--- src/wsc_cfg.svh ---
`ifndef WSC_CFG_SVH
`define WSC_CFG_SVH

// ****************************************************************
// register addresses (7-bit register address of the serial frame)
// ****************************************************************
`define WSC_ADDR_INT_WAKE      7'h06
`define WSC_ADDR_EXT_WAKE      7'h07
`define WSC_ADDR_PULL          7'h08

// ****************************************************************
// reset values after power-on or soft reset
// ****************************************************************
`define WSC_RST_INT_WAKE       8'h00
`define WSC_RST_EXT_WAKE       8'h07
`define WSC_RST_PULL           8'h00

// ****************************************************************
// writable bits of each register, reserved bits read as zero
// ****************************************************************
`define WSC_MASK_INT_WAKE      8'hC4
`define WSC_MASK_EXT_WAKE      8'hA7
`define WSC_MASK_PULL          8'h3F

// ****************************************************************
// bits kept on restart, all others cleared
// ****************************************************************
`define WSC_KEEP_INT_WAKE      8'h04
`define WSC_KEEP_EXT_WAKE      8'hA7
`define WSC_KEEP_PULL          8'h3F

// ****************************************************************
// fail-safe patterns: keep mask and forced ones
// ****************************************************************
`define WSC_FS_KEEP_EXT_WAKE   8'hA0
`define WSC_FS_SET_EXT_WAKE    8'h07
`define WSC_FS_KEEP_BUS_A      8'hE0
`define WSC_FS_SET_BUS_A       8'h09
`define WSC_FS_KEEP_BUS_B      8'h00
`define WSC_FS_SET_BUS_B       8'h01

// ****************************************************************
// field positions
// ****************************************************************
`define WSC_BIT_TIMER_B_EN     7
`define WSC_BIT_TIMER_A_EN     6
`define WSC_BIT_WD_STOP_HI     2
`define WSC_BIT_INT_GLOBAL     7
`define WSC_BIT_MEAS_SEL       5
`define WSC_LSB_INPUT_EN       0
`define WSC_LSB_PULL           0

`endif

--- src/wsc_pkg.sv ---
// ****************************************************************
// shared types of the wake source control bank
// ****************************************************************
package wsc_pkg;

    // pull resistor setting of one wake input
    typedef enum logic [1:0] {
        WSC_PULL_NONE = 2'h0,
        WSC_PULL_DOWN = 2'h1,
        WSC_PULL_UP   = 2'h2,
        WSC_PULL_AUTO = 2'h3
    } wsc_pull_t;

    // transceiver mode field
    typedef enum logic [1:0] {
        WSC_XCVR_OFF    = 2'h0,
        WSC_XCVR_WAKE   = 2'h1,
        WSC_XCVR_RXONLY = 2'h2,
        WSC_XCVR_NORMAL = 2'h3
    } wsc_xcvr_mode_t;

endpackage : wsc_pkg

--- src/wsc_wake_regs.sv ---
// Function
// - second cyclic timer wakes only while internal wake bit 7 is one.
// - first cyclic timer wakes only while internal wake bit 6 is one.
// - reserved bits of these registers always read zero.
// - internal bit 2 disables watchdog in stop mode; hardware may update it.
// - global bit zero: only wakes raise interrupt; one: all status bits.
// - measurement select excludes wake inputs one and two, ignoring their enables.
// - measurement select enables the measurement function during normal mode.
// - external bits 2..0 enable wake inputs three, two, one.
// - transceiver mode 01 means wake capable, acting as wake source.
// - fail-safe entry forces bus control and external wake patterns.
// - power-on or soft reset loads external register with 0000 0111.
// - restart keeps external register's defined bits, reserved bits zero.
// - each wake input has two-bit pull: none, down, up, automatic.
// - power-on or soft reset clears internal and pull registers.
`include "wsc_cfg.svh"

module wsc_wake_regs #(
    parameter int ADDR_W     = 7,
    parameter int NUM_INPUTS = 3
) (
    // clock and reset
    input  wire logic                    clk_sys_i,
    input  wire logic                    nrst_i,
    // reset causes and device mode
    input  wire logic                    soft_rst_i,
    input  wire logic                    restart_i,
    input  wire logic                    failsafe_entry_i,
    input  wire logic                    normal_mode_i,
    // register access from the serial frame decoder
    input  wire logic                    reg_we_i,
    input  wire logic [ADDR_W-1:0]       reg_addr_i,
    input  wire logic [7:0]              reg_wdata_i,
    output logic [7:0]                   reg_rdata_o,
    // hardware update of the watchdog stop bit
    input  wire logic                    wd_stop_hw_we_i,
    input  wire logic                    wd_stop_hw_val_i,
    // wake and status events
    input  wire logic [NUM_INPUTS-1:0]   input_evt_i,
    input  wire logic                    timer_a_evt_i,
    input  wire logic                    timer_b_evt_i,
    input  wire logic [2:0]              xcvr_evt_i,
    input  wire logic                    status_evt_i,
    // transceiver mode fields (can, lin one, lin two)
    input  wire wsc_pkg::wsc_xcvr_mode_t can_mode_i,
    input  wire wsc_pkg::wsc_xcvr_mode_t lin_a_mode_i,
    input  wire wsc_pkg::wsc_xcvr_mode_t lin_b_mode_i,
    // controls towards the rest of the chip
    output logic                         wake_req_o,
    output logic                         int_req_o,
    output logic                         watchdog_stop_disable_hi_o,
    output logic                         measurement_active_o,
    output logic [2*NUM_INPUTS-1:0]      wake_input_pull_o,
    // fail-safe force of the bus control registers
    output logic                         bus_force_o,
    output logic [7:0]                   bus_a_keep_o,
    output logic [7:0]                   bus_a_set_o,
    output logic [7:0]                   bus_b_keep_o,
    output logic [7:0]                   bus_b_set_o
);

    // ****************************************************************
    // elaboration checks
    // ****************************************************************
    // the bank decodes registers up to 0x08 and has exactly three inputs
    if (ADDR_W < 4 || ADDR_W > 8) begin : g_bad_addr
        $error("wsc_wake_regs: ADDR_W must be 4 to 8");
    end
    if (NUM_INPUTS != 3) begin : g_bad_inputs
        $error("wsc_wake_regs: NUM_INPUTS must be 3");
    end

    // ****************************************************************
    // register state
    // ****************************************************************
    logic [7:0] int_wake_q;
    logic [7:0] int_wake_d;
    logic [7:0] ext_wake_q;
    logic [7:0] ext_wake_d;
    logic [7:0] pull_q;
    logic [7:0] pull_d;
    logic [7:0] rdata_q;
    logic [7:0] rdata_d;
    logic       wake_req_q;
    logic       int_req_q;
    logic       meas_act_q;
    logic       bus_force_q;

    // ****************************************************************
    // address decode
    // ****************************************************************
    wire [7:0] addr_ext = 8'(reg_addr_i);
    wire       sel_int  = (addr_ext == 8'(`WSC_ADDR_INT_WAKE));
    wire       sel_ext  = (addr_ext == 8'(`WSC_ADDR_EXT_WAKE));
    wire       sel_pull = (addr_ext == 8'(`WSC_ADDR_PULL));
    wire       wr_int   = reg_we_i && sel_int;
    wire       wr_ext   = reg_we_i && sel_ext;
    wire       wr_pull  = reg_we_i && sel_pull;

    // ****************************************************************
    // field views
    // ****************************************************************
    wire cyclic_timer_b_wake_enable = int_wake_q[`WSC_BIT_TIMER_B_EN];
    wire cyclic_timer_a_wake_enable = int_wake_q[`WSC_BIT_TIMER_A_EN];
    wire watchdog_stop_disable_hi   = int_wake_q[`WSC_BIT_WD_STOP_HI];
    wire global_interrupt_scope     = ext_wake_q[`WSC_BIT_INT_GLOBAL];
    wire measurement_select         = ext_wake_q[`WSC_BIT_MEAS_SEL];
    wire [NUM_INPUTS-1:0] wake_input_enable =
        ext_wake_q[`WSC_LSB_INPUT_EN +: NUM_INPUTS];

    // ****************************************************************
    // next value of the internal wake register
    // ****************************************************************
    // priority: soft reset, restart, hardware bit update over software write;
    // hardware wins on bit 2 so a watchdog event is never lost to a write
    always_comb begin
        int_wake_d = int_wake_q;
        if (soft_rst_i) begin
            int_wake_d = `WSC_RST_INT_WAKE;
        end else if (restart_i) begin
            int_wake_d = int_wake_q & `WSC_KEEP_INT_WAKE;
        end else begin
            if (wr_int) begin
                int_wake_d = reg_wdata_i & `WSC_MASK_INT_WAKE;
            end
            if (wd_stop_hw_we_i) begin
                int_wake_d[`WSC_BIT_WD_STOP_HI] = wd_stop_hw_val_i;
            end
        end
    end

    // ****************************************************************
    // next value of the external wake register
    // ****************************************************************
    // fail-safe outranks a software write in the same cycle
    always_comb begin
        ext_wake_d = ext_wake_q;
        if (soft_rst_i) begin
            ext_wake_d = `WSC_RST_EXT_WAKE;
        end else if (failsafe_entry_i) begin
            ext_wake_d = (ext_wake_q & `WSC_FS_KEEP_EXT_WAKE)
                       | `WSC_FS_SET_EXT_WAKE;
        end else if (restart_i) begin
            ext_wake_d = ext_wake_q & `WSC_KEEP_EXT_WAKE;
        end else if (wr_ext) begin
            ext_wake_d = reg_wdata_i & `WSC_MASK_EXT_WAKE;
        end
    end

    // ****************************************************************
    // next value of the pull register
    // ****************************************************************
    always_comb begin
        pull_d = pull_q;
        if (soft_rst_i) begin
            pull_d = `WSC_RST_PULL;
        end else if (restart_i) begin
            pull_d = pull_q & `WSC_KEEP_PULL;
        end else if (wr_pull) begin
            pull_d = reg_wdata_i & `WSC_MASK_PULL;
        end
    end

    // ****************************************************************
    // read data, registered one cycle after the address
    // ****************************************************************
    // unmapped addresses read zero
    always_comb begin
        if (sel_int) begin
            rdata_d = int_wake_q;
        end else if (sel_ext) begin
            rdata_d = ext_wake_q;
        end else if (sel_pull) begin
            rdata_d = pull_q;
        end else begin
            rdata_d = 8'h00;
        end
    end

    // ****************************************************************
    // wake and interrupt merge
    // ****************************************************************
    logic                    wake_any;
    logic                    int_any;
    wsc_pkg::wsc_xcvr_mode_t xcvr_mode [3];

    // transceiver wake is chosen only through these mode fields
    assign xcvr_mode[0] = can_mode_i;
    assign xcvr_mode[1] = lin_a_mode_i;
    assign xcvr_mode[2] = lin_b_mode_i;

    wsc_wake_combine #(
        .NUM_INPUTS (NUM_INPUTS),
        .NUM_XCVR   (3)
    ) u_combine (
        .input_en_i    (wake_input_enable),
        .timer_a_en_i  (cyclic_timer_a_wake_enable),
        .timer_b_en_i  (cyclic_timer_b_wake_enable),
        .meas_sel_i    (measurement_select),
        .int_global_i  (global_interrupt_scope),
        .xcvr_mode_i   (xcvr_mode),
        .input_evt_i   (input_evt_i),
        .timer_a_evt_i (timer_a_evt_i),
        .timer_b_evt_i (timer_b_evt_i),
        .xcvr_evt_i    (xcvr_evt_i),
        .status_evt_i  (status_evt_i),
        .wake_any_o    (wake_any),
        .int_any_o     (int_any)
    );

    // measurement runs only in normal mode with the select bit set
    wire meas_act_d = measurement_select && normal_mode_i;

    // ****************************************************************
    // registers
    // ****************************************************************
    // configuration registers
    always_ff @(posedge clk_sys_i) begin
        if (!nrst_i) begin
            int_wake_q <= `WSC_RST_INT_WAKE;
            ext_wake_q <= `WSC_RST_EXT_WAKE;
            pull_q     <= `WSC_RST_PULL;
        end else begin
            int_wake_q <= int_wake_d;
            ext_wake_q <= ext_wake_d;
            pull_q     <= pull_d;
        end
    end

    // status and strobe outputs
    always_ff @(posedge clk_sys_i) begin
        if (!nrst_i) begin
            rdata_q     <= 8'h00;
            wake_req_q  <= 1'b0;
            int_req_q   <= 1'b0;
            meas_act_q  <= 1'b0;
            bus_force_q <= 1'b0;
        end else begin
            rdata_q     <= rdata_d;
            wake_req_q  <= wake_any;
            int_req_q   <= int_any;
            meas_act_q  <= meas_act_d;
            bus_force_q <= failsafe_entry_i && !soft_rst_i;
        end
    end

    // ****************************************************************
    // outputs
    // ****************************************************************
    // patterns are constants, the force strobe is the timed part
    assign reg_rdata_o                = rdata_q;
    assign wake_req_o                 = wake_req_q;
    assign int_req_o                  = int_req_q;
    assign watchdog_stop_disable_hi_o = watchdog_stop_disable_hi;
    assign measurement_active_o       = meas_act_q;
    assign wake_input_pull_o          = pull_q[`WSC_LSB_PULL +: 2*NUM_INPUTS];
    assign bus_force_o                = bus_force_q;
    assign bus_a_keep_o               = `WSC_FS_KEEP_BUS_A;
    assign bus_a_set_o                = `WSC_FS_SET_BUS_A;
    assign bus_b_keep_o               = `WSC_FS_KEEP_BUS_B;
    assign bus_b_set_o                = `WSC_FS_SET_BUS_B;

endmodule : wsc_wake_regs

--- src/wsc_wake_combine.sv ---
// ****************************************************************
// gates each wake source with its enable and merges them
// ****************************************************************
module wsc_wake_combine #(
    parameter int NUM_INPUTS = 3,
    parameter int NUM_XCVR   = 3
) (
    // enables
    input  wire logic [NUM_INPUTS-1:0]   input_en_i,
    input  wire logic                    timer_a_en_i,
    input  wire logic                    timer_b_en_i,
    input  wire logic                    meas_sel_i,
    input  wire logic                    int_global_i,
    input  wire wsc_pkg::wsc_xcvr_mode_t xcvr_mode_i [NUM_XCVR],
    // events
    input  wire logic [NUM_INPUTS-1:0]   input_evt_i,
    input  wire logic                    timer_a_evt_i,
    input  wire logic                    timer_b_evt_i,
    input  wire logic [NUM_XCVR-1:0]     xcvr_evt_i,
    input  wire logic                    status_evt_i,
    // merged results
    output logic                         wake_any_o,
    output logic                         int_any_o
);

    logic [NUM_INPUTS-1:0] input_hit;
    logic [NUM_XCVR-1:0]   xcvr_hit;

    // first two inputs are masked while measuring
    for (genvar i = 0; i < NUM_INPUTS; i++) begin : g_input
        wire masked = meas_sel_i && (i < 2);
        assign input_hit[i] = input_evt_i[i] && input_en_i[i] && !masked;
    end

    // a transceiver wakes only in its wake-capable mode
    for (genvar j = 0; j < NUM_XCVR; j++) begin : g_xcvr
        assign xcvr_hit[j] = xcvr_evt_i[j] && (xcvr_mode_i[j] == wsc_pkg::WSC_XCVR_WAKE);
    end

    // or of every enabled source
    assign wake_any_o = (|input_hit) || (|xcvr_hit)
                      || (timer_a_evt_i && timer_a_en_i)
                      || (timer_b_evt_i && timer_b_en_i);

    // other status only reaches the interrupt in global scope
    assign int_any_o = wake_any_o || (int_global_i && status_evt_i);

endmodule : wsc_wake_combine

--- config.mk ---
export PLATFORM = sky130hd
export DESIGN_NAME = wsc_wake_regs
export DESIGN_NICKNAME = d
export VERILOG_FILES = /design/src/wsc_pkg.sv /design/src/wsc_wake_regs.sv /design/src/wsc_wake_combine.sv
export VERILOG_INCLUDE_DIRS = /design/src /design/src/src
export SDC_FILE = /design/constraint.sdc
export NUM_CORES = 1
export LEC_CHECK = 0
export CORE_MARGIN = 2
export CORE_UTILIZATION = 60
export CTS_BUF_LIST = sky130_fd_sc_hd__clkbuf_8 sky130_fd_sc_hd__clkbuf_16
export CTS_CLUSTER_SIZE = 20
export DETAILED_ROUTE_END_ITERATION = 12
export DONT_BUFFER_PORTS = 1
export MAX_ROUTING_LAYER = met4
export PLACE_DENSITY = 0.77
export SYNTH_ARGS = -nofsm -noshare
export SYNTH_HDL_FRONTEND = slang
export SYNTH_SLANG_ARGS = --single-unit
--- constraint.sdc ---
create_clock -name clk_sys_i -period 1.75 [get_ports clk_sys_i]
set_input_delay 0.35 -clock clk_sys_i [delete_from_list [all_inputs] [get_ports clk_sys_i]]
set_output_delay 0.35 -clock clk_sys_i [all_outputs]
set_load 0.03 [all_outputs]
Yosys cells after proc, flatten, opt, wreduce, memory -nomap -nowiden
Index checks and enable logic that the tools add are counted.

cells by class
  mux-type cells = 5
  reductions and logical operators = 34
  bitwise operators = 4
  equal/unequal tests = 6

operators with widths
  cell                count
  $logic_and 1x1->1   16
  $mux 8              2
  $eq 7x3->1 const B  2
  $reduce_or 3->1     4
  $eq 7x4->1 const B  1
  $eq 2x1->1 const B  3
  $mux 6              1
  $reduce_and 2->1    3
  $logic_or 1x1->1    4
  $not 1->1           4
  $reduce_or 2->1     2
  $reduce_or 4->1     1
  $mux 3              1
  $reduce_and 3->1    1
  $logic_not 1->1     2
  $reduce_bool 2->1   1
  $mux 1              1

storage, ports and cells
  bits of input ports = 39
  register bits = 26
  word-level logic and storage cells = 61
  output and inout port bits = 51

Depth between registers and ports, before layout
Gate-level depths: netlist of the first run.

  depth in word-level cells = 7
  mapped depth = 5
  depth with buffers taken out = 4

Cells and area by module
From an unflattened synthesis of the first run, not the netlist that was laid out.

unflattened totals
  cells, all modules = 138
  area, all modules = 1283.7 sq um

modules (own cells, without submodules)
  module            times used  cells each  sequential area each (sq um)  area each (sq um)
  wsc_wake_regs     1           126         520.5                         1216.2
  wsc_wake_combine  1           12          0.0                           67.6

Least setup slack after synthesis of the first run
No wires, ideal clock.

  kind = in2reg
  start = input port reg_addr_i[0]
  end = register pull_q[0]
  path buffers = 1
  slack = 0.459 ns
  data arrival time = 1.164 ns
  required time = 1.622 ns
  cell stages on the path = 5
  library setup time = 0.128 ns
  cell sequence = nor4_4 -> and3_1 -> buf_4 -> mux2i_1 -> nor2_1

on the way
  word-level cells in the longest chain between the ends = 3

RTL lines
  item                        RTL line              text
  from (decl)                 wsc_wake_regs.sv:32   input wire logic [ADDR_W-1:0] reg_addr_i,
  $eq 7x4->1                  wsc_wake_regs.sv:95   wire sel_pull = (addr_ext == 8'(`WSC_ADDR_PULL));
  $logic_and 1x1->1           wsc_wake_regs.sv:98   wire wr_pull = reg_we_i && sel_pull;
  $reduce_and 2->1 (no line)  --
  to (signal assigned)        wsc_wake_regs.sv:222  pull_q <= `WSC_RST_PULL;
  to (signal assigned)        wsc_wake_regs.sv:226  pull_q <= pull_d;
  to (decl)                   wsc_wake_regs.sv:80   logic [7:0] pull_q;

Every way passes these cells.
A chain may end at the register's enable or synchronous reset.

Worst setup path in the final report of the first run
  start = register int_wake_q[6]
  end = register int_req_q, in the netlist int_req_o

on the way
  word-level cells in the longest chain between the ends = 4

RTL lines
  item                    RTL line                text
  from (decl)             wsc_wake_regs.sv:76     logic [7:0] int_wake_q;
  from (signal assigned)  wsc_wake_regs.sv:220    int_wake_q <= `WSC_RST_INT_WAKE;
  from (signal assigned)  wsc_wake_regs.sv:224    int_wake_q <= int_wake_d;
  $logic_and 1x1->1       wsc_wake_combine.sv:42  || (timer_a_evt_i && timer_a_en_i)
  $logic_or 1x1->1        wsc_wake_combine.sv:42
  $logic_or 1x1->1        wsc_wake_combine.sv:43  || (timer_b_evt_i && timer_b_en_i);
  $logic_or 1x1->1        wsc_wake_combine.sv:46  assign int_any_o = wake_any_o || (int_global_i && status_evt_i);
  to (signal assigned)    wsc_wake_regs.sv:241    int_req_q <= int_any;
  to (decl)               wsc_wake_regs.sv:85     logic int_req_q;

Every way passes these cells.

==> flow_summary.toml, run 1 <==
[cells_and_area]
fin_cells = 159
utilization_pct = 62.2
drive_gt1_share_pct = 5.30
insertedDiodeCount = 0
final_nets = 172
fin_area_sq_um = 1230
most-common-layout-cells = "32 x conb_1, 26 x dfxtp_1, 13 x mux2i_1"
area_growth_pct = -3.24
final_common_cell = "conb_1"

[timing]
skew_ps = 4.52
period_share_pct = 76.6
setup_viol = 0
drv_slew = 0
whs_ps = 145
max_freq_mhz = 746
setup_ws_ps = 410
hold_violations = 0
period_needed_ps = 1340
relSlewSlack_pct = 65.4
final.setup.tns_ps = 0
rsz0062_at_grt = "false"
worst_slew_pin_slew_ps = 519

[clocking]
hold_buffers = 0
cts_inserted_buffers = 3
tritoncts = "yes"
clk_latency_ps = 270
h-tree-depth = 1
clock_path_buffers = 2
root_buffer = "clkbuf_8"
cts.sinks = 26
post_cts_buffers = 0
clk_pin_slew_ps = 90
ctsResizeCount = 0

[setup_path]
path_max_fanout = 3
cp.required_ps = 1900
worstPathArrival_ps = 1490
worstSetupStartpointType = "register"
critical_path_class = "register to register"
end_kind = "register"

[route]
routed_wl_mm = 2.37
routedWlPerCell_microns = 14.9
routed_via_density = 5.30
vias = 843
firstDrtPassIters = 5
final_antenna_net_count = 0
drc = 0
drt_iter0_markers = 29

[placed_design]
hpwl_mm = 1.86
portBuffers = 0
dpl.cell_count = 155
placed_area_sq_um = 1160
place_congestion = 0.876
dp_slack_ps = 247

[pwr]
vdd_drop_max_v = 0.000566
powerDensity_nw_per_um2 = 991
leakagePower_nw = 0.537
finalPower_mw = 1.22

[flow_run]
maxCapViolations = 0

[status]
status = "completed"

[synthesis]
ys_seq_area_share_pct = 40.8
yosys_warnings = 0
syn_inst = 133
ys_seq_elements = 26
synth_area_sq_um = 1270
postSynthAreaPerCell_sq_um = 9.59
synth_cell_types = 29

[die]
io_pins = 90
fp.dieH_microns = 50.1
rows = 16
start_util_pct = 64.3
dieArea_sq_um = 2510
dieWidth_microns = 50.1
core_sq_um = 1980

[global_route]
antenna_found_initial = 0
grt_max_degree = 16
overflow = 0
grt_util_all_layers_pct = 20.1
grt_pass1_vias = 756
grt_pass1_wl_mm = 3.62

[worst_hold_path]
hold_path.class = "input pin to register"
-- critical path, cell delays in order, from the launching register on --
cell and delay, ps:
dfxtp_1 340, a222oi_1 340, o21ai_1 150, nor3_1 290, a21boi_1 100
-- path summary, 6_finish.rpt --
path | from | endpoint | slack (ps) | depth (start not counted)
min | restart_i | int_wake_q[7] | 150 | 1
max | int_wake_q[6] | int_req_o | 410 | 4
max reg2reg | int_wake_q[6] | int_req_o | 410 | 4
min reg2reg | ext_wake_q[7] | int_req_o | 500 | 2
-- area by class of cell --
type / instances / area (sq um)
Multi-Input combinational cell: 99 / 597
Fill cell: 166 / 748
Sequential cell: 26 / 520
Inverter: 3 / 11.3
Clock inverter: 1 / 30.0
Tap cell: 27 / 33.8
Clock buffer: 3 / 41.3
-- Yosys cell counts --
library cell / n / area [sq um]
a211oi_1: 1 / 7.51
a211oi_2: 1 / 12.5
a21boi_1: 1 / 7.51
a222oi_1: 2 / 20.0
a22o_1: 4 / 35.0
a22oi_1: 1 / 7.51
and2_1: 3 / 18.8
and3_1: 6 / 37.5
and3b_1: 1 / 8.76
and4_1: 1 / 8.76
buf_4: 34 / 255
clkbuf_1: 1 / 3.75
conb_1: 2 / 7.51
dfxtp_1: 26 / 521
inv_1: 3 / 11.3
mux2i_1: 13 / 130
nand2_1: 7 / 26.3
nand2b_1: 1 / 6.26
nand3_1: 1 / 5.00
nor2_1: 11 / 41.3
nor2b_1: 3 / 18.8
nor3_1: 3 / 15.0
nor3b_1: 1 / 7.51
nor4_4: 1 / 21.3
nor4b_2: 1 / 15.0
o21a_1: 1 / 7.51
o21ai_1: 1 / 5.00
o21bai_1: 1 / 7.51
o22ai_1: 1 / 6.26
-- power breakdown --
group          internal, mW  leakage (nW)  switching [mW]
logic                0.0155         0.291           0.107
registers             0.596         0.210          0.0127
clock network         0.306        0.0357           0.186
total                 0.918         0.537           0.305
-- routing by layer --
layer  global-route usage [%]  part of all wire [%]  vias up
li1                         -                     -      386
met1                     20.3                    35      401
met2                     35.5                    53       52
met3                     5.76                    11        4
met4                     8.80                   1.5        0
met5                        -                     0        -
-- sequential cells by signal, indices dropped and copies added (netlist names) --
| name | cells |
|---|---|
| reg_rdata_o | 8 |
| pull_q | 6 |
| ext_wake_q | 5 |
| int_wake_q | 3 |
| bus_force_o | 1 |
| int_req_o | 1 |
| measurement_active_o | 1 |
| wake_req_o | 1 |
-- cells by family (layout without fill, tap and decap cells) --
logic type             after synthesis  in the layout  share of synthesized area, %
and+or+nand+nor                     40             40                          18.1
buffers and inverters               38              7                          21.2
DFF                                 26             26                          40.8
AOI/OAI and AO/OA                   14             14                          9.13
muxes                               13             13                          10.2
other                                2             32                         0.589
Power figures use the tool's default switching activity.
==> run 2, diff against run 1 <==
--- a/config.mk
+++ b/config.mk
@@ -7,13 +7,13 @@
 export NUM_CORES = 1
 export LEC_CHECK = 0
 export CORE_MARGIN = 2
-export CORE_UTILIZATION = 60
+export CORE_UTILIZATION = 55
 export CTS_BUF_LIST = sky130_fd_sc_hd__clkbuf_8 sky130_fd_sc_hd__clkbuf_16
 export CTS_CLUSTER_SIZE = 20
 export DETAILED_ROUTE_END_ITERATION = 12
 export DONT_BUFFER_PORTS = 1
 export MAX_ROUTING_LAYER = met4
-export PLACE_DENSITY = 0.77
+export PLACE_DENSITY = 0.74
 export SYNTH_ARGS = -nofsm -noshare
 export SYNTH_HDL_FRONTEND = slang
 export SYNTH_SLANG_ARGS = --single-unit
==> constraint.sdc (replaced) <==
create_clock -name clk_sys_i -period 1.2 [get_ports clk_sys_i]
set_input_delay 0.24 -clock clk_sys_i [delete_from_list [all_inputs] [get_ports clk_sys_i]]
set_output_delay 0.24 -clock clk_sys_i [all_outputs]
set_load 0.03 [all_outputs]
==> run 2 against run 1 <==
- via count fell by 1.2%
- critical path type unchanged
- sequential share of layout area fell by 1.4 points
- worst setup slack lost 400 ps
- global-route usage is 1.0 points lower
- critical path depth did not move
- sequential power increased by 46%
- cell count grew 3.8%
- highest routed layer unchanged
- register-to-register slack worse by 400 ps
==> flow_summary.toml, run 2 (synthesis gave the netlist of run 1 again) <==
[clocking]
clock_path_buffers = 2
hold_buffers = 0
cts_inserted_buffers = 3
tritoncts = "yes"
h-tree-depth = 1
clk_latency_ps = 270
cts.sinks = 26
post_cts_buffers = 0
root_buffer = "clkbuf_8"
clk_pin_slew_ps = 90

[global_route]
grt_pass1_vias = 750
grt_max_degree = 16
overflow = 0
grt_pass1_wl_mm = 3.59
antenna_found_initial = 0
grt_util_all_layers_pct = 19.0

[placed_design]
placed_area_sq_um = 1200
hpwl_mm = 1.91
portBuffers = 0
place_congestion = 0.822

[timing]
setup_viol = 0
period_needed_ps = 1190
max_freq_mhz = 839
skew_ps = 3.90
period_share_pct = 99.4
whs_ps = 23.7
drv_slew = 0
hold_violations = 0
rsz0062_at_grt = "true"

[pwr]
p_seq_share_pct = 49.2
leakagePower_nw = 0.568
intPower_mw = 1.34
p_comb_share_pct = 10.1
swShare_pct = 25.7
powerDensity_nw_per_um2 = 1410
power_frac_clock_pct = 40.7
vdd_drop_max_v = 0.000731
power.switching_mw = 0.463

[setup_path]
critical_path_class = "register to register"
cp.required_ps = 1360
path_max_fanout = 2
rrSetupSlack_ps = 8
crit_family = "compound AO/OA/AOI/OAI gates"
path_buf_inv = 0
path_cells = "a222oi_1 > o21ai_1 > nor3_2 > a21boi_1"
end_kind = "register"
reg2reg_from = "int_wake_q[6]"
crit_start = "int_wake_q[6]"
slowest_stage = "dfxtp_2"
worstPathArrival_ps = 1360
worstSetupStartpointType = "register"
critPathMaxStageDelay_ps = 330

[die]
fp.dieH_microns = 52.1
start_util_pct = 57.6
io_pins = 90
dieArea_sq_um = 2720
core_sq_um = 2210
dieWidth_microns = 52.1
rows = 17

[flow_run]
maxCapViolations = 0

[cells_and_area]
most-common-layout-cells = "32 x conb_1, 25 x dfxtp_1, 13 x mux2i_1"
final_nets = 177
fillers = 198
largest_register_ffs = 8
area_growth_pct = 0.295
fin_area_sq_um = 1280
drive_gt1_share_pct = 10.2
insertedDiodeCount = 0
final_common_cell = "conb_1"
utilization_pct = 57.8

[route]
final_antenna_net_count = 0
routed_via_density = 5.05
drc = 0
routedWlPerCell_microns = 14.4
routed_wl_mm = 2.38
drt_iter0_markers = 16
firstDrtPassIters = 5
vias = 833

[worst_hold_path]
hold_start = "restart_i"
hold_path.class = "input pin to register"

[status]
status = "completed"
==> run 2: cell count changes in the layout (fill, tap and decap cells not counted) <==
cell,delta
buf_4,+5
nor3_1,-1
dfxtp_1,-1
nor3_2,+1
dfxtp_2,+1
==> run 2: worst register-to-register path, stage by stage, from the launching register on <==
cell and delay [ps]:
dfxtp_2 330, a222oi_1 330, o21ai_1 160, nor3_2 180, a21boi_1 80
==> run 2: final timing paths <==
path         cells past startpoint             to
max                              4      int_req_o
min                              1  int_wake_q[6]
max reg2reg                      4      int_req_o
min reg2reg                      2      int_req_o
==> run 2: area by class of cell <==
cell class / instances / area [sq um] / area share (%)
well taps: 28 / 35.0 / 2.74
clock inverters: 1 / 30.0 / 2.35
repair buffers: 5 / 37.5 / 2.94
clock buffers: 3 / 41.3 / 3.23
inverters: 3 / 11.3 / 0.881
multi-input cells: 99 / 602 / 47.1
flip-flops and latches: 26 / 522 / 40.8
==> run 2: layer usage <==
layer | GRT usage [%] | vias up | wire [microns]
met3 | 5.17 | 4 | 245
met4 | 7.69 | 0 | 40
met1 | 20.3 | 376 | 868
met2 | 33.3 | 57 | 1230
li1 | - | 396 | -
met5 | - | - | 0
==> run 2: timing repair <==
item / in CTS / in global routing
setup endpoints to repair: 2 / 2
pin swaps: 1 / 0
gates resized for setup: 1 / 1
==> run 2: stage by stage <==
stage / setup slack, ps / instances / total power, mW / TNS [ps]
global placement: -66.9 / 161 / 1.09 / -397
global route: -108 / 165 / 1.85 / -185
floorplan: 18.6 / 163 / 1.16 / 0
finish: 7.60 / 165 / 1.80 / 0
detailed placement: -133 / 161 / 1.09 / -983
CTS: -4.36 / 165 / 1.80 / -4.36
==> run 2: power groups by stage <==
stage                     clock network (mW)  registers [mW]  logic [mW]
after floorplan                            0           0.907       0.250
after global placement                     0           0.908       0.177
after detailed placement                   0           0.908       0.179
after CTS                              0.732           0.888       0.180
after global routing                   0.766           0.890       0.195
final                                  0.734           0.888       0.183
==> run 3, diff against run 2 <==
--- a/config.mk
+++ b/config.mk
@@ -8,7 +8,7 @@
 export LEC_CHECK = 0
 export CORE_MARGIN = 2
 export CORE_UTILIZATION = 55
-export CTS_BUF_LIST = sky130_fd_sc_hd__clkbuf_8 sky130_fd_sc_hd__clkbuf_16
+export CTS_BUF_LIST = sky130_fd_sc_hd__clkbuf_4 sky130_fd_sc_hd__clkbuf_8 sky130_fd_sc_hd__clkbuf_16
 export CTS_CLUSTER_SIZE = 20
 export DETAILED_ROUTE_END_ITERATION = 12
 export DONT_BUFFER_PORTS = 1
==> run 3 against run 2 <==
- the run now ends with negative setup slack left
- sequential share of layout area up 0.22 points
- global-route usage unchanged
- sequential power about the same
- clock skew rose by 3.4 ps
- clock power down 18%
- die area stayed put
- wire length decreased by 0.21%
- non-clock buffer count increased by 1
- via count is 1.2% higher
- core utilization shrank 0.45 points
- critical endpoint unchanged
- largest power group unchanged
- highest routed layer unchanged
==> flow_summary.toml, run 3 (synthesis gave the netlist of run 1 again) <==
[status]
status = "finished with violations"
violations = "negative setup slack"

[pwr]
vdd_drop_max_v = 0.000602
powerDensity_nw_per_um2 = 1320
finalPower_mw = 1.68
leakagePower_nw = 0.563

[global_route]
grt_util_all_layers_pct = 19.0
grt_max_degree = 16
grt_pass1_wl_mm = 3.56
grt_pass1_vias = 751
overflow = 0
antenna_found_initial = 0

[route]
firstDrtPassIters = 5
drt_iter0_markers = 18
final_antenna_net_count = 0
routed_wl_mm = 2.38
vias = 843
routedWlPerCell_microns = 14.3
routed_via_density = 5.08
drc = 0

[flow_run]
maxCapViolations = 0

[clocking]
root_buffer = "clkbuf_4"
clock_path_buffers = 2
cts_inserted_buffers = 3
h-tree-depth = 1
tritoncts = "yes"
clk_pin_slew_ps = 150
clk_latency_ps = 320
cts.sinks = 26
post_cts_buffers = 0

[timing]
period_needed_ps = 1230
period_share_pct = 102
setup_viol = 1
skew_ps = 7.35
hold_violations = 0
setup_ws_ps = -27.1
max_freq_mhz = 815
drv_slew = 0
rsz0062_at_grt = "true"

[cells_and_area]
largest_register_ffs = 8
fin_cells = 166
fillers = 198
drive_gt1_share_pct = 9.42
final_nets = 178
most-common-layout-cells = "32 x conb_1, 26 x dfxtp_1, 13 x mux2i_1"
utilization_pct = 57.4
insertedDiodeCount = 0
final_common_cell = "conb_1"
area_growth_pct = -0.490

[die]
fp.dieH_microns = 52.1
core_sq_um = 2210
rows = 17
dieWidth_microns = 52.1
dieArea_sq_um = 2720
io_pins = 90
start_util_pct = 57.6

[placed_design]
dpl.cell_count = 161
hpwl_mm = 1.91
portBuffers = 0
place_congestion = 0.822

[setup_path]
critical_path_class = "register to register"
end_kind = "register"
worstPathArrival_ps = 1450
cp.required_ps = 1420
path_max_fanout = 2
worstSetupStartpointType = "register"

[worst_hold_path]
hold_path.class = "input pin to register"
run 3: worst max-delay path, cell delays in order, from the launching register on:
cell,delay (ps)
dfxtp_1,340
a222oi_1,360
o21ai_1,160
nor3_2,180
a21boi_1,80
run 3: stage by stage:
step	setup WS (ps)	hold WS, ps	setup TNS, ps	instance area [sq um]
6_report	-27.1	28.7	-27.1	1270
4_1_cts	-69.7	31.4	-119	1270
3_3_place_gp	-66.9	322	-397	1200
5_1_grt	-154	8.54	-280	1270
3_5_place_dp	-133	324	-983	1200
2_1_floorplan	18.6	319	0	1390
run 3: cell type report:
class	instances	area [sq um]	share of cell area (%)
Timing Repair Buffer	6	47.5	3.75
Clock inverter	1	30.0	2.37
Sequential cell	26	520	41.0
Clock buffer	3	22.5	1.78
Inverter	3	11.3	0.888
Tap cell	28	35.0	2.76
Multi-Input combinational cell	99	602	47.4
run 3: final timing paths:
| path | start | end | slack [ps] | cells after the start |
|---|---|---|---|---|
| min reg2reg | ext_wake_q[7] | int_req_o | 500 | 2 |
| max reg2reg | int_wake_q[6] | int_req_o | -30 | 4 |
| min | failsafe_entry_i | ext_wake_q[1] | 30 | 2 |
| max | int_wake_q[6] | int_req_o | -30 | 4 |
run 3: timing repair:
item	4_1_cts	5_1_grt
hold endpoints to repair	2	0
pin swaps	2	1
gates cloned	0	0
gates resized for setup	1	0
hold buffers	1	0
setup endpoints to repair	2	2
run 3: metal layers:
metal,vias up,GRT usage (%),wire (microns)
met5,-,-,0
met4,0,7.69,14
met3,2,5.17,251
met2,63,33.3,1260
met1,380,20.3,856
li1,398,-,-
run 3: power breakdown:
| group | internal, mW | switching, mW |
|---|---|---|
| combinational | 0.0272 | 0.159 |
| clock | 0.338 | 0.268 |
| sequential | 0.871 | 0.0183 |
| total | 1.24 | 0.445 |
